$ cat src/cgen_regs.svh
`ifndef CGEN_REGS_SVH
`define CGEN_REGS_SVH
`define CGEN_OFF_SLOW     8'h00
`define CGEN_OFF_MAIN     8'h04
`define CGEN_OFF_MCFR     8'h08
`define CGEN_OFF_PLLA     8'h0c
`define CGEN_OFF_UCKR     8'h10
`define CGEN_OFF_SR       8'h14
`define CGEN_OFF_IER      8'h18
`define CGEN_OFF_IDR      8'h1c
`define CGEN_OFF_IMR      8'h20
`define CGEN_SLOW_XTAL    0
`define CGEN_SLOW_BYP     1
`define CGEN_MAIN_XTEN    0
`define CGEN_MAIN_RCEN    1
`define CGEN_MAIN_RCF_LO  4
`define CGEN_MAIN_RCF_HI  5
`define CGEN_MAIN_SEL     7
`define CGEN_MAIN_CNT_LO  8
`define CGEN_MAIN_CNT_HI  15
`define CGEN_MCFR_RDY     16
`define CGEN_UCKR_EN      16
`define CGEN_UCKR_CNT_LO  20
`define CGEN_UCKR_CNT_HI  23
`define CGEN_RCF_4MHZ     2'h0
`define CGEN_RCF_12MHZ    2'h2
`define CGEN_FRC_SETTLE   3'h4
`define CGEN_SW_GAP       2'h2
`define CGEN_FM_LAST      5'h0f
`endif
$ cat src/cgen_pkg.sv
package cgen_pkg;
   typedef struct packed {
      logic [10:0] mul;
      logic [5:0]  cnt;
      logic [7:0]  div;
   } cgen_pll_cfg_type;
   typedef enum logic [1:0] {
      CGEN_SW_IDLE = 2'b00,
      CGEN_SW_STOP = 2'b01,
      CGEN_SW_MUX  = 2'b10
   } cgen_sw_type;
   typedef enum logic [1:0] {
      CGEN_FM_IDLE  = 2'b00,
      CGEN_FM_ARM   = 2'b01,
      CGEN_FM_COUNT = 2'b10
   } cgen_fm_type;
endpackage

$ cat src/cgen_ctrl.sv
// How it works
// - Slow clock RC by default, crystal by software.
// - Reset: fast RC on at 4 MHz, selected.
// - Frequency change restarts fast RC, gates main clock while fast RC is its source.
// - Fast RC disable clears its stable flag.
// - Reset: crystal off and not selected.
// - Crystal disable clears its stable flag.
// - Crystal enable loads count, counts slow/8.
// - Count zero sets crystal stable, may interrupt.
// - Glitch-free source switch with done flag.
// - Wait mode forces fast RC as source.
// - Frequency meter restarts on stability or switch.
// - Stops at 16th slow fall, sets ready.
// - Divider zero holds PLL output low.
// - Multiplier zero powers PLL down.
// - PLL change reloads lock count per slow tick.
// - USB PLL enable loads count, counts slow/8.
// - Each status register flag can raise the interrupt; the meter ready flag cannot.
`include "cgen_regs.svh"
module cgen_ctrl (
   input  wire logic                       clock,              // System clock, 125 MHz.
   input  wire logic                       arst_n,             // Asynchronous reset, active low.
   input  wire logic [7:0]                 addr,               // Register byte address.
   input  wire logic [31:0]                wr_data,            // Register write data.
   input  wire logic                       wr_en,              // Write strobe.
   input  wire logic                       rd_en,              // Read strobe.
   output      logic [31:0]                rd_data,            // Read data, cycle after rd_en.
   input  wire logic                       slow_clock,         // Slow clock, sampled.
   input  wire logic                       main_clock,         // Main clock, sampled for measuring.
   input  wire logic                       wait_mode,          // System in wait mode.
   output      logic                       slow_xtal_select,   // Slow clock from crystal.
   output      logic                       slow_osc_bypass,    // Slow oscillator bypass.
   output      logic                       fast_rc_enable,     // Fast RC oscillator power.
   output      logic [1:0]                 fast_rc_freq_sel,   // Fast RC frequency code.
   output      logic                       xtal_osc_enable,    // Crystal oscillator power.
   output      logic                       main_src_mux,       // Main mux: 1 crystal, 0 fast RC.
   output      logic                       main_clock_run,     // Main clock gate open.
   output      cgen_pkg::cgen_pll_cfg_type pll_a_cfg,          // PLL A settings.
   output      logic                       pll_a_power,        // PLL A powered.
   output      logic                       pll_a_out_en,       // PLL A output not held low.
   output      logic                       usb_pll_enable,     // USB PLL power.
   output      logic                       irq                 // Interrupt request, level.
);
   logic sl_s1, sl_s2, sl_s3, mc_s1, mc_s2, mc_s3, wt_s1, wt_s2;
   logic slow_xtal_r, slow_byp_r, frc_en_r, xt_en_r, src_sel_r, usb_en_r;
   logic [1:0] frc_sel_r;
   logic [3:0] usb_cnt_r;
   logic [4:0] int_mask_r;
   cgen_pkg::cgen_pll_cfg_type pll_r;
   logic pll_pow_r, pll_oe_r;
   logic frc_stable_r, xt_stable_r, pll_locked_r, usb_locked_r;
   logic frc_run_r, xt_run_r, pll_run_r, usb_run_r;
   logic [2:0] frc_tmr_r, div8_r;
   logic [7:0] xt_tmr_r;
   logic [5:0] pll_tmr_r;
   logic [3:0] usb_tmr_r;
   cgen_pkg::cgen_sw_type sw_r;
   logic [1:0] sw_tmr_r;
   logic cur_src_r, sw_done_r, eff_src_q_r, frc_stable_q_r, xt_stable_q_r;
   cgen_pkg::cgen_fm_type fm_r;
   logic [4:0] fm_edges_r;
   logic [15:0] fm_value_r;
   logic fm_ready_r;
   logic [31:0] rd_data_r;
   logic irq_r;

   // The mains and the slow clock are sampled, so their edges cost two cycles of latency.
   always_ff @(posedge clock or negedge arst_n) begin
      if (!arst_n) begin
         {sl_s1, sl_s2, sl_s3} <= 3'h0;
         {mc_s1, mc_s2, mc_s3} <= 3'h0;
         {wt_s1, wt_s2} <= 2'h0;
      end else begin
         {sl_s1, sl_s2, sl_s3} <= {slow_clock, sl_s1, sl_s2};
         {mc_s1, mc_s2, mc_s3} <= {main_clock, mc_s1, mc_s2};
         {wt_s1, wt_s2} <= {wait_mode, wt_s1};
      end
   end

   wire slow_rise = sl_s2 & ~sl_s3;
   wire slow_fall = ~sl_s2 & sl_s3;
   wire main_rise = mc_s2 & ~mc_s3;
   wire div8_tick = slow_rise & (div8_r == 3'h7);

   wire wr_slow = wr_en & (addr == `CGEN_OFF_SLOW);
   wire wr_main = wr_en & (addr == `CGEN_OFF_MAIN);
   wire wr_plla = wr_en & (addr == `CGEN_OFF_PLLA);
   wire wr_uckr = wr_en & (addr == `CGEN_OFF_UCKR);
   wire wr_ier  = wr_en & (addr == `CGEN_OFF_IER);
   wire wr_idr  = wr_en & (addr == `CGEN_OFF_IDR);

   wire       w_rcen = wr_data[`CGEN_MAIN_RCEN];
   wire       w_xten = wr_data[`CGEN_MAIN_XTEN];
   wire [1:0] w_rcf_raw = wr_data[`CGEN_MAIN_RCF_HI:`CGEN_MAIN_RCF_LO];
   // Code 3 is not a frequency; it keeps the present setting.
   wire [1:0] w_rcf = (w_rcf_raw == 2'h3) ? frc_sel_r : w_rcf_raw;
   wire [7:0] w_xcnt = wr_data[`CGEN_MAIN_CNT_HI:`CGEN_MAIN_CNT_LO];
   wire       w_uen = wr_data[`CGEN_UCKR_EN];
   wire [3:0] w_ucnt = wr_data[`CGEN_UCKR_CNT_HI:`CGEN_UCKR_CNT_LO];
   // Bits 15:14 of the PLL word are a gap, so the fields are gathered one by one.
   wire cgen_pkg::cgen_pll_cfg_type w_pll = {wr_data[26:16], wr_data[13:8], wr_data[7:0]};
   wire       w_pll_pow = (w_pll.mul != 11'h000);
   wire       w_pll_oe  = w_pll_pow & (w_pll.div != 8'h00);

   wire frc_off   = wr_main & ~w_rcen;
   wire frc_start = wr_main & w_rcen & (~frc_en_r | (w_rcf != frc_sel_r));
   wire xt_off    = wr_main & ~w_xten;
   wire xt_start  = wr_main & w_xten & ~xt_en_r;
   wire pll_off   = wr_plla & (w_pll.mul == 11'h000);
   wire pll_start = wr_plla & ~pll_off & (w_pll != pll_r);
   wire usb_off   = wr_uckr & ~w_uen;
   wire usb_start = wr_uckr & w_uen & ~usb_en_r;

   wire eff_src = src_sel_r & ~wt_s2;

   // Software settings.
   always_ff @(posedge clock or negedge arst_n) begin
      if (!arst_n) begin
         slow_xtal_r <= 1'b0;
         slow_byp_r  <= 1'b0;
         frc_en_r    <= 1'b1;
         frc_sel_r   <= `CGEN_RCF_4MHZ;
         xt_en_r     <= 1'b0;
         src_sel_r   <= 1'b0;
         pll_r       <= '0;
         pll_pow_r   <= 1'b0;
         pll_oe_r    <= 1'b0;
         usb_en_r    <= 1'b0;
         usb_cnt_r   <= 4'h0;
         int_mask_r  <= 5'h00;
      end else begin
         // The crystal choice cannot be undone short of reset.
         if (wr_slow) begin
            slow_xtal_r <= slow_xtal_r | wr_data[`CGEN_SLOW_XTAL];
            slow_byp_r  <= wr_data[`CGEN_SLOW_BYP];
         end
         if (wr_main) begin
            frc_en_r  <= w_rcen;
            frc_sel_r <= w_rcf;
            xt_en_r   <= w_xten;
            src_sel_r <= wr_data[`CGEN_MAIN_SEL];
         end
         if (wr_plla) begin
            pll_r     <= w_pll;
            pll_pow_r <= w_pll_pow;
            pll_oe_r  <= w_pll_oe;
         end
         if (wr_uckr) begin
            usb_en_r  <= w_uen;
            usb_cnt_r <= w_ucnt;
         end
         if (wr_ier) begin
            int_mask_r <= int_mask_r | wr_data[4:0];
         end else if (wr_idr) begin
            int_mask_r <= int_mask_r & ~wr_data[4:0];
         end
      end
   end

   // Slow clock divided by 8 for the crystal and USB PLL counters.
   always_ff @(posedge clock or negedge arst_n) begin
      if (!arst_n) begin
         div8_r <= 3'h0;
      end else if (slow_rise) begin
         div8_r <= div8_r + 3'h1;
      end
   end

   // Fast RC settling; it starts out settled so the system can boot from it.
   always_ff @(posedge clock or negedge arst_n) begin
      if (!arst_n) begin
         frc_stable_r <= 1'b1;
         frc_run_r    <= 1'b0;
         frc_tmr_r    <= 3'h0;
      end else if (frc_off) begin
         frc_stable_r <= 1'b0;
         frc_run_r    <= 1'b0;
      end else if (frc_start) begin
         frc_stable_r <= 1'b0;
         frc_run_r    <= 1'b1;
         frc_tmr_r    <= `CGEN_FRC_SETTLE;
      end else if (frc_run_r && slow_rise) begin
         if (frc_tmr_r <= 3'h1) begin
            frc_stable_r <= 1'b1;
            frc_run_r    <= 1'b0;
            frc_tmr_r    <= 3'h0;
         end else begin
            frc_tmr_r <= frc_tmr_r - 3'h1;
         end
      end
   end

   // Crystal startup countdown.
   always_ff @(posedge clock or negedge arst_n) begin
      if (!arst_n) begin
         xt_stable_r <= 1'b0;
         xt_run_r    <= 1'b0;
         xt_tmr_r    <= 8'h00;
      end else if (xt_off) begin
         xt_stable_r <= 1'b0;
         xt_run_r    <= 1'b0;
      end else if (xt_start) begin
         xt_stable_r <= 1'b0;
         xt_run_r    <= 1'b1;
         xt_tmr_r    <= w_xcnt;
      end else if (xt_run_r && div8_tick) begin
         if (xt_tmr_r <= 8'h01) begin
            xt_stable_r <= 1'b1;
            xt_run_r    <= 1'b0;
            xt_tmr_r    <= 8'h00;
         end else begin
            xt_tmr_r <= xt_tmr_r - 8'h01;
         end
      end
   end

   // PLL A lock countdown, one step per slow clock period.
   always_ff @(posedge clock or negedge arst_n) begin
      if (!arst_n) begin
         pll_locked_r <= 1'b0;
         pll_run_r    <= 1'b0;
         pll_tmr_r    <= 6'h00;
      end else if (pll_off) begin
         pll_locked_r <= 1'b0;
         pll_run_r    <= 1'b0;
      end else if (pll_start) begin
         pll_locked_r <= 1'b0;
         pll_run_r    <= 1'b1;
         pll_tmr_r    <= w_pll.cnt;
      end else if (pll_run_r && slow_rise) begin
         if (pll_tmr_r <= 6'h01) begin
            pll_locked_r <= 1'b1;
            pll_run_r    <= 1'b0;
            pll_tmr_r    <= 6'h00;
         end else begin
            pll_tmr_r <= pll_tmr_r - 6'h01;
         end
      end
   end

   // USB PLL lock countdown on the slow clock divided by 8.
   always_ff @(posedge clock or negedge arst_n) begin
      if (!arst_n) begin
         usb_locked_r <= 1'b0;
         usb_run_r    <= 1'b0;
         usb_tmr_r    <= 4'h0;
      end else if (usb_off) begin
         usb_locked_r <= 1'b0;
         usb_run_r    <= 1'b0;
      end else if (usb_start) begin
         usb_locked_r <= 1'b0;
         usb_run_r    <= 1'b1;
         usb_tmr_r    <= w_ucnt;
      end else if (usb_run_r && div8_tick) begin
         if (usb_tmr_r <= 4'h1) begin
            usb_locked_r <= 1'b1;
            usb_run_r    <= 1'b0;
            usb_tmr_r    <= 4'h0;
         end else begin
            usb_tmr_r <= usb_tmr_r - 4'h1;
         end
      end
   end

   // Source switch: gate off, change the mux while stopped, then reopen.
   // Holding the gate shut across slow clock edges is what makes it glitch free.
   always_ff @(posedge clock or negedge arst_n) begin
      if (!arst_n) begin
         sw_r      <= cgen_pkg::CGEN_SW_IDLE;
         sw_tmr_r  <= 2'h0;
         cur_src_r <= 1'b0;
         sw_done_r <= 1'b1;
      end else begin
         unique case (sw_r)
            cgen_pkg::CGEN_SW_IDLE: begin
               if (eff_src != cur_src_r) begin
                  sw_r      <= cgen_pkg::CGEN_SW_STOP;
                  sw_tmr_r  <= `CGEN_SW_GAP;
                  sw_done_r <= 1'b0;
               end
            end
            cgen_pkg::CGEN_SW_STOP: begin
               if (slow_rise) begin
                  if (sw_tmr_r <= 2'h1) begin
                     cur_src_r <= eff_src;
                     sw_r      <= cgen_pkg::CGEN_SW_MUX;
                  end else begin
                     sw_tmr_r <= sw_tmr_r - 2'h1;
                  end
               end
            end
            cgen_pkg::CGEN_SW_MUX: begin
               if (slow_rise) begin
                  sw_r      <= cgen_pkg::CGEN_SW_IDLE;
                  sw_done_r <= 1'b1;
               end
            end
            default: begin
               sw_r <= cgen_pkg::CGEN_SW_IDLE;
            end
         endcase
      end
   end

   wire src_ok   = cur_src_r ? xt_stable_r : frc_stable_r;
   wire run_nxt  = (sw_r == cgen_pkg::CGEN_SW_IDLE) & src_ok;
   wire fm_trig  = (frc_stable_r & ~frc_stable_q_r & ~cur_src_r)
                 | (xt_stable_r & ~xt_stable_q_r & cur_src_r)
                 | (eff_src != eff_src_q_r);

   // Frequency meter: main clock edges from a slow clock rise to the 16th slow clock fall.
   always_ff @(posedge clock or negedge arst_n) begin
      if (!arst_n) begin
         fm_r           <= cgen_pkg::CGEN_FM_IDLE;
         fm_edges_r     <= 5'h00;
         fm_value_r     <= 16'h0000;
         fm_ready_r     <= 1'b0;
         eff_src_q_r    <= 1'b0;
         // The fast RC boots settled, so its history starts high and reset raises no false trigger.
         frc_stable_q_r <= 1'b1;
         xt_stable_q_r  <= 1'b0;
      end else begin
         eff_src_q_r    <= eff_src;
         frc_stable_q_r <= frc_stable_r;
         xt_stable_q_r  <= xt_stable_r;
         if (fm_trig) begin
            fm_r       <= cgen_pkg::CGEN_FM_ARM;
            fm_ready_r <= 1'b0;
         end else begin
            unique case (fm_r)
               cgen_pkg::CGEN_FM_IDLE: begin
               end
               cgen_pkg::CGEN_FM_ARM: begin
                  if (slow_rise) begin
                     fm_r       <= cgen_pkg::CGEN_FM_COUNT;
                     fm_value_r <= 16'h0000;
                     fm_edges_r <= 5'h00;
                  end
               end
               cgen_pkg::CGEN_FM_COUNT: begin
                  if (main_rise) begin
                     fm_value_r <= fm_value_r + 16'h0001;
                  end
                  if (slow_fall) begin
                     fm_edges_r <= fm_edges_r + 5'h01;
                     if (fm_edges_r == `CGEN_FM_LAST) begin
                        fm_r       <= cgen_pkg::CGEN_FM_IDLE;
                        fm_ready_r <= 1'b1;
                     end
                  end
               end
               default: begin
                  fm_r <= cgen_pkg::CGEN_FM_IDLE;
               end
            endcase
         end
      end
   end

   // Flags come straight from their registers, so software always reads settled levels.
   wire [4:0] status = {frc_stable_r, sw_done_r, usb_locked_r, pll_locked_r, xt_stable_r};

   wire [31:0] rd_mux =
      (addr == `CGEN_OFF_SLOW) ? {30'h0, slow_byp_r, slow_xtal_r} :
      (addr == `CGEN_OFF_MAIN) ? {16'h0, xt_tmr_r, src_sel_r, 1'b0, frc_sel_r, 2'h0, frc_en_r, xt_en_r} :
      (addr == `CGEN_OFF_MCFR) ? {15'h0, fm_ready_r, fm_value_r} :
      (addr == `CGEN_OFF_PLLA) ? {5'h0, pll_r.mul, 2'h0, pll_r.cnt, pll_r.div} :
      (addr == `CGEN_OFF_UCKR) ? {8'h0, usb_cnt_r, 3'h0, usb_en_r, 16'h0} :
      (addr == `CGEN_OFF_SR)   ? {27'h0, status} :
      (addr == `CGEN_OFF_IMR)  ? {27'h0, int_mask_r} : 32'h0;

   always_ff @(posedge clock or negedge arst_n) begin
      if (!arst_n) begin
         rd_data_r <= 32'h0;
         irq_r     <= 1'b0;
      end else begin
         rd_data_r <= rd_en ? rd_mux : 32'h0;
         irq_r     <= |(status & int_mask_r);
      end
   end

   logic run_r;
   always_ff @(posedge clock or negedge arst_n) begin
      if (!arst_n) begin
         run_r <= 1'b1;
      end else begin
         run_r <= run_nxt;
      end
   end

   assign rd_data          = rd_data_r;
   assign irq              = irq_r;
   assign slow_xtal_select = slow_xtal_r;
   assign slow_osc_bypass  = slow_byp_r;
   assign fast_rc_enable   = frc_en_r;
   assign fast_rc_freq_sel = frc_sel_r;
   assign xtal_osc_enable  = xt_en_r;
   assign main_src_mux     = cur_src_r;
   assign main_clock_run   = run_r;
   assign pll_a_cfg        = pll_r;
   assign pll_a_power      = pll_pow_r;
   assign pll_a_out_en     = pll_oe_r;
   assign usb_pll_enable   = usb_en_r;
endmodule

$ cat config.mk
export PLATFORM = sky130hd
export DESIGN_NAME = cgen_ctrl
export DESIGN_NICKNAME = d
export VERILOG_FILES = /design/src/cgen_pkg.sv /design/src/cgen_ctrl.sv
export VERILOG_INCLUDE_DIRS = /design/src
export SDC_FILE = /design/constraint.sdc
export NUM_CORES = 1
export LEC_CHECK = 0
export BUFFER_PORTS_ARGS = -buffer_cell sky130_fd_sc_hd__buf_2
export CAP_MARGIN = 20
export CELL_PAD_IN_SITES_DETAIL_PLACEMENT = 2
export CELL_PAD_IN_SITES_GLOBAL_PLACEMENT = 2
export CORE_UTILIZATION = 38
export DETAILED_ROUTE_END_ITERATION = 7
export PLACE_DENSITY = 0.88
export SYNTH_ARGS = -nofsm -noshare
export SYNTH_HDL_FRONTEND = slang
export SYNTH_SLANG_ARGS = --single-unit
$ cat constraint.sdc
create_clock -name clock -period 5.71 [get_ports clock]
set_clock_uncertainty 0.1 [all_clocks]
set_input_delay 0.2855 -clock clock [delete_from_list [all_inputs] [get_ports clock]]
set_output_delay 0.2855 -clock clock [all_outputs]
set_load 0.01 [all_outputs]
# Word-level counts from Yosys, hierarchy flattened
# Cells that the tools add are included.
classes:
  n_lt_le_gt_ge: 5
  bitwise: 55
  n_mux: 83
  add_sub_neg: 8
  reduce_logical: 46
  n_eq_ne: 31
ops:
  columns: ["op", "count"]
  rows:
  - ["27-bit 2-to-1 mux", 5]
  - ["1-bit 2-to-1 mux", 39]
  - ["8-bit by 5-bit equality test with 1-bit output (second input constant)", 4]
  - ["16-bit 2-to-1 mux", 2]
  - ["16-bit case mux with 2 select lines", 1]
  - ["5-bit 2-to-1 mux", 6]
  - ["1-bit AND", 29]
  - ["25-bit inequality test", 1]
  - ["2-bit 2-to-1 mux", 12]
  - ["24-bit 2-to-1 mux", 1]
  - ["8-bit 2-to-1 mux", 3]
  - ["3-bit nonzero test", 8]
  - ["2-bit nonzero test", 11]
  - ["4-bit AND reduction", 5]
  - ["6-bit 2-to-1 mux", 3]
  - ["2-bit inequality test (second input constant)", 9]
  - ["1-bit inverter", 18]
  - ["16-bit by 1-bit adder with 16-bit output (second input constant)", 1]
  - ["8-bit by 4-bit equality test with 1-bit output (second input constant)", 2]
  - ["2-bit AND reduction", 8]
  - ["4-bit 2-to-1 mux", 3]
  - ["2-bit case mux with 3 select lines", 2]
  - ["11-bit zero test", 1]
  - ["11-bit nonzero test", 1]
  - ["other kinds (35)", 53]
totals:
  elab_cells: 277
  inputBits: 47
  ff_bits: 146
  out_inout_bits: 69

# Depth between registers and ports, before layout
# Gate-level depths: netlist of the first run.
depth:
  ltp_word: 9
  mapped_depth: 9
  mapped_depth_nobuf: 9

# Worst setup path before layout of the first run
# Ideal clock, no wire load.
synth_timing:
  path_kind: "input-to-reg"
  start: "input addr[1]"
  end: "register usb_tmr_r[3]"
  setup_time_ps: 125
  setup_slack_ps: 3438
  cell_stages: 7
  required_ps: 5485
  arrival_time_ps: 2047
  n_path_buf: 1
  path_cell_list: "or3_1 -> clkbuf_1 -> nor3_4 -> nand2_4 -> nor3b_4 -> mux2_2 -> mux2_2"
synth_between:
  elab_chain_len: 6
  elab_cells_between_ends: 9
  cone_classes: "eq/ne: 1; mux: 1; bitwise: 5; reduce/logical: 2"
synth_lines:
  columns: ["element", "line_no", "text"]
  rows:
  - ["from (decl)", "cgen_ctrl.sv:23", "input wire logic [7:0] addr,"]
  - ["8-bit by 5-bit equality test with 1-bit output (no source line) *", null, null]
  - ["1-bit AND *", "cgen_ctrl.sv:88", "wire wr_uckr = wr_en & (addr == `CGEN_OFF_UCKR);"]
  - ["1-bit AND (2 in series)", "cgen_ctrl.sv:112", "wire usb_start = wr_uckr & w_uen & ~usb_en_r;"]
  - ["2-bit nonzero test (no source line)", null, null]
  - ["2-bit AND reduction (no source line)", null, null]
  - ["to (signal assigned)", "cgen_ctrl.sv:253", "usb_tmr_r <= w_ucnt;"]
  - ["to (signal assigned)", "cgen_ctrl.sv:260", "usb_tmr_r <= usb_tmr_r - 4'h1;"]
  - ["to (decl)", "cgen_ctrl.sv:56", "logic [3:0] usb_tmr_r;"]
# Mark *: on every way between the ends. The rest lies on a longest branch, timed or not.
# A chain may end at the register's enable or synchronous reset.

# Final worst setup path of the first run
layout_timing:
  start: "register src_sel_r"
  end: "register fm_value_r[11]"
layout_between:
  elab_chain_len: 5
layout_lines:
  columns: ["element", "line_no", "text"]
  rows:
  - ["from (decl)", "cgen_ctrl.sv:45", "logic slow_xtal_r, slow_byp_r, frc_en_r, xt_en_r, src_sel_r, usb_en_r;"]
  - ["from (signal assigned)", "cgen_ctrl.sv:141", "src_sel_r <= wr_data[`CGEN_MAIN_SEL];"]
  - ["1-bit AND", "cgen_ctrl.sv:114", "wire eff_src = src_sel_r & ~wt_s2;"]
  - ["via eff_src", "cgen_ctrl.sv:114", null]
  - ["1-bit inequality test", "cgen_ctrl.sv:309", "| (eff_src != eff_src_q_r);"]
  - ["1-bit OR", "cgen_ctrl.sv:309", null]
  - ["1-bit inverter (no source line)", null, null]
  - ["4-bit AND reduction (no source line)", null, null]
  - ["to (signal assigned)", "cgen_ctrl.sv:342", "fm_value_r <= fm_value_r + 16'h0001;"]
  - ["to (decl)", "cgen_ctrl.sv:62", "logic [15:0] fm_value_r;"]
# The timed path passes the listed nets, and every way through them passes these cells.

==> results of run 1 <==
-- synth_stat cells, types with 3 or more instances --
master and instances:
nor2_1 66, a21oi_1 58, a22oi_1 18, and3_1 12, o22a_1 3, dfstp_2 5, xor2_1 15, nand2b_1 6
nand2_1 142, buf_2 5, nand3_1 18, nor3_1 29, ha_1 17, xnor2_1 21, and2_1 3, clkbuf_1 20
or3_1 6, o21ai_0 40, nand4_1 10, nor2b_1 3, dfrtp_1 141, mux2_2 13, mux2i_1 13, nor3b_1 3
inv_1 35, o21a_1 3, nor4_1 10, buf_4 6, o22ai_1 8, nand3b_1 3
-- path summary, 6_finish.rpt --
kind | from | end | slack (ps) | cells after the start
worst max-delay path | src_sel_r | fm_value_r[11] | 2740 | 5
worst min-delay path | wr_data[13] | pll_a_cfg[13] | 20 | 3
worst max register to register | src_sel_r | fm_value_r[11] | 2740 | 5
worst min register to register | wt_s1 | wt_s2 | 250 | 0
max in group asynchronous | arst_n | xt_stable_q_r | 3840 | 3
min in group asynchronous | arst_n | fm_value_r[10] | 370 | 2
-- per-stage QoR --
stage | worst slack, ps | power (mW) | hold slack [ps] | instances | area, um2
after floorplan | 3440 | 1.55 | -110 | 783 | 7320
after global placement | 2610 | 1.70 | 235 | 1093 | 8020
after detailed placement | 2420 | 1.75 | 236 | 1094 | 8030
after CTS | 2740 | 3.04 | 3.61 | 1132 | 8740
after global routing | 2460 | 3.14 | 34.5 | 1135 | 8760
final | 2740 | 3.02 | 15.8 | 1136 | 8760
-- state kept, by name, summed over array words and instances, names as in the netlist, 3 cells and up, named ones only --
| name | flops |
|---|---|
| pll_tmr_r | 6 |
| rd_data | 27 |
| xt_tmr_r | 8 |
| div8_r | 3 |
| usb_cnt_r | 4 |
| fm_value_r | 16 |
| pll_a_cfg | 25 |
| usb_tmr_r | 4 |
| frc_tmr_r | 3 |
| fm_edges_r | 5 |
-- cell type report --
| type | instances | share of cell area, % |
|---|---|---|
| tap | 234 | 3.34 |
| clock inverter | 8 | 1.69 |
| clock buffer | 24 | 5.73 |
| multi-input combinational | 569 | 38.5 |
| inverter | 35 | 1.50 |
| sequential | 146 | 41.8 |
| timing repair buffer | 118 | 7.41 |
| antenna | 2 | 0.0571 |
-- routing by layer --
layer / wire (um) / track usage (%) / part of all wire, %
met2: 13800 / 50.2 / 51
met5: 0 / 0 / 0
met4: 791 / 13.1 / 3.0
met3: 1010 / 5.88 / 3.8
met1: 11200 / 34.0 / 42
-- power by group --
| part | internal (mW) | total [mW] | switching, mW |
|---|---|---|---|
| Combinational | 0.177 | 0.529 | 0.352 |
| Sequential | 1.13 | 1.22 | 0.0981 |
| Clock | 0.789 | 1.26 | 0.471 |
-- critical path, cell delays in order (launching register included) --
cell     delay, ps
dfrtp_1        450
nor2b_1        410
xnor2_1        330
nand3_1        450
nor2_1         910
nor2_1         140
-- kinds of logic after synthesis --
logic type / share of synthesized area [%]
AOI/OAI and AO/OA: 13.0
DFF: 50.1
xor gates and xnor gates: 4.32
other: 0.0513
adders and majority gates: 2.91
muxes: 3.78
and+or+nand+nor: 21.9
buffers and inverters: 3.99
==> impl_metrics.tcl, run 1 <==
set metrics [dict create \
    period_share_pct 52.0 \
    post_cts_buffers 0 \
    grt_max_degree 87 \
    setup-tns-final_ps 0 \
    wirelength_um 26700 \
    multi_input_area_um2 3370 \
    max_cap_viol_count 0 \
    crit_arrival_ps 3140 \
    holdBufCountCts 6 \
    dr.pass1.iters 4 \
    grt_pass1_wl_um 42600 \
    nFillCells 2019 \
    ant_nets 0 \
    dieArea_um2 19800 \
    remaining_drc_errors 0 \
    io_buffer_count 105 \
    final_common_cell "nand2_1" \
    synth_seq_cells 146 \
    antenna_found_initial 2 \
    area_growth_pct 19.9 \
    leakage_nw 4.24 \
    insertion_delay_ps 440 \
    synth_edf_count 0 \
    synthTopCellsByArea "dfrtp_1 48%, nand2_1 7.3%, a21oi_1 4.0%" \
    synth.largest_area_cell "dfrtp_1" \
    powerDensity_nw_per_um2 344 \
    synthArstFlopShare_pct 100 \
    die_w_um 141 \
    yosysSeqAreaShare_pct 50.1 \
    max_freq_ghz 0.337 \
    final_cell_mix "142 x nand2_1, 141 x dfrtp_1, 104 x buf_2, 65 x nor2_1, 58 x a21oi_1" \
    hold_viol_final 0 \
    ys.flop_type "dfrtp_1" \
    critical_path_class "register to register" \
    critPathRequiredTime_ps 5880 \
    slew_headroom_pct 31.3 \
    grt_use_total_pct 28.7 \
    drt_iter0_markers 290 \
    final-seq-area_um2 3660 \
    post-route-min-period_ps 2970 \
    drv_slew 0 \
    clk_path_buf_depth 2 \
    grt_overflow 0 \
    grt_pass1_vias 7362 \
    num_vias 6469 \
    postCtsResizedCells 0 \
    synth.distinct_cells 68 \
    setup-violations-final 0 \
    peakVddDrop_v 0.000203 \
    initial_core_util_pct 38.9 \
    cp-end-kind "register" \
    fp-row-count 50 \
    gp_congestion 0.823 \
    htreeDepth 4 \
    nets 951 \
    synth_area_per_cell_um2 9.38 \
    core_um2 18800 \
    synthCells 779 \
    clock-sinks 146 \
    rsz0062_at_grt "no" \
    cts_tree "built" \
    worst_slew_pin_slew_ps 1030 \
    start_kind "register" \
    drive_gt1_share_pct 20.2 \
    cts-buffers-inserted 17 \
    clock-root-buffer "clkbuf_16" \
    ys_warn_count 0 \
    via_per_inst 5.69 \
    synth_top_area_share_pct 48.3 \
    hold_class "input pin to register" \
    wl_per_cell_um 23.5 \
    status "complete, no violations" \
    utilization_pct 46.7 \
    clkSlewWorstSetupHoldPaths_ps 70 \
    synth_area_um2 7310 \
    die_h_um 141 \
    place_hpwl_um 17800 \
    pin_count 116 \
    worstPathMaxFanout 14 \
]
(Power assumes the default switching activity.)
==> inputs of run 2 (changes only) <==
CORE_UTILIZATION = 32   (was 38)
PLACE_DENSITY = 0.8   (was 0.88)
clock period = 2.5 ns   (was 5.71 ns; I/O delays follow)
==> run 2 against run 1 <==
Against the previous run:
- final area increased by 5.0%
- first-iteration DRC count increased by 1.0%
- clock power increased by 100%
- flip-flop and latch count unchanged
- die area increased by 18%
- worst setup slack got worse by 2500 ps
- combinational power increased by 150%
==> impl_metrics.tcl, run 2 (same netlist as run 1, synthesis figures left out) <==
set metrics [dict create \
    status "complete, no violations" \
    antenna_found_initial 1 \
    period_share_pct 91.8 \
    drv_slew 0 \
    cp_num_buf_inv 2 \
    gp_congestion 0.792 \
    cts_tree "built" \
    final_common_cell "nand2_1" \
    final_cell_mix "142 x nand2_1, 141 x dfrtp_1, 104 x buf_2, 65 x nor2_1, 58 x a21oi_1" \
    cts-buffers-inserted 17 \
    start_kind "register" \
    dr.pass1.iters 4 \
    clock-root-buffer "clkbuf_16" \
    peakVddDrop_v 0.000468 \
    worst_slew_pin_slew_ps 678 \
    critPathRequiredTime_ps 2720 \
    wl_per_cell_um 21.1 \
    pin_count 116 \
    max_cap_viol_count 0 \
    final-seq-area_um2 3660 \
    drive_gt1_share_pct 21.5 \
    r2r-start "fm_r[1]" \
    worstPathMaxFanout 7 \
    core_um2 22100 \
    clkSlewWorstSetupHoldPaths_ps 60 \
    cp-end-kind "register" \
    num_vias 6496 \
    wirelength_um 26000 \
    slowest_stage "a2111oi_4" \
    grt_pass1_wl_um 42300 \
    dieArea_um2 23400 \
    die_w_um 153 \
    setup-violations-final 0 \
    die_h_um 153 \
    crit_family "simple AND/OR/NAND/NOR gates" \
    post-route-min-period_ps 2290 \
    powerDensity_nw_per_um2 720 \
    clk_path_buf_depth 2 \
    num_antenna_cells 0 \
    hold_viol_final 0 \
    hold_start "addr[2]" \
    cp_cell_sequence "inv_1 -> ha_1 -> a2111oi_4 -> nand4_1 -> buf_4 -> nor2_1 -> nand4_1 -> xor2_1 -> nor2_1" \
    ant_nets 0 \
    grt_max_degree 60 \
    multi_input_area_um2 3370 \
    slew_headroom_pct 54.5 \
    place_hpwl_um 18100 \
    setup-tns-final_ps 0 \
    area_growth_pct 25.9 \
    max_stage_delay_ps 430 \
    hold_class "input pin to register" \
    startpoint "fm_r[1]" \
    largest_register_ffs 27 \
    critical_path_class "register to register" \
    htreeDepth 4 \
    drt_iter0_markers 293 \
    initial_core_util_pct 33.1 \
    insertion_delay_ps 440 \
    clock-sinks 146 \
    nets 1001 \
    total_power_mw 6.62 \
    remaining_drc_errors 0 \
    leakage_nw 4.44 \
    io_buffer_count 105 \
    postCtsResizedCells 0 \
    via_per_inst 5.28 \
    grt_pass1_vias 7455 \
    fp-row-count 54 \
    rsz0062_at_grt "no" \
    max_freq_ghz 0.436 \
    grt_use_total_pct 23.5 \
    crit_arrival_ps 2510 \
    nFillCells 2402 \
    grt_overflow 0 \
]
-- run 2: cell types whose count changed in the layout (fill, tap and decap cells not counted), moves of 2 or more --
cell           change
buf_12             +3
diode_2            -2
bufinv_16          -2
clkbuf_8           -4
dlygate4sd3_1     +27
clkinv_2           +5
buf_4             +22
-- run 2: worst paths after layout --
check / end / slack (ps) / depth (start not counted)
worst max-delay path: fm_value_r[14] / 210 / 9
worst min-delay path: register / 60 / 2
worst max register to register: fm_value_r[14] / 210 / 9
worst min register to register: mc_s2 / 250 / 0
max in group asynchronous: xt_tmr_r[1] / 1340 / 3
min in group asynchronous: pll_a_cfg[13] / 140 / 2
-- run 2: power by group --
group	internal [mW]	switching (mW)	total (mW)
Combinational	0.492	0.820	1.31
Sequential	2.57	0.213	2.79
Clock	1.48	1.04	2.53
Total	4.55	2.08	6.62
-- run 2: stage by stage --
stage          instance area (um2)  instances  hold slack, ps  utilization [%]  setup WS, ps
2_1_floorplan                 7320        783            -271                -           350
3_3_place_gp                  8310       1165            52.5             37.6           249
3_5_place_dp                  8310       1165            52.3             37.6           187
4_1_cts                       9200       1230            41.3             41.6           175
5_1_grt                       9200       1230             108             41.6          5.63
6_report                      9200       1230            63.3             41.6           206
-- run 2: area by class of cell --
type                       count  area share (%)
clock buffer                  21            4.90
tap                          280            3.81
multi-input combinational    569            36.6
inverter                      35            1.43
timing repair buffer         168            12.2
sequential                   146            39.8
clock inverter                11            1.22
-- run 2: metal layers --
metal | track usage, % | wire length, um | up-vias
met4 | 8.27 | 519 | 0
met1 | 28.8 | 11300 | 3345
met3 | 3.74 | 803 | 36
met2 | 41.5 | 13400 | 129
met5 | 0 | 0 | -
li1 | - | - | 2986
-- run 2: what timing repair did --
| item | in CTS | in global routing |
|---|---|---|
| hold endpoints to repair | 113 | 0 |
| setup endpoints to repair | 0 | 0 |
| setup buffers | 0 | 0 |
| hold buffers | 33 | 0 |
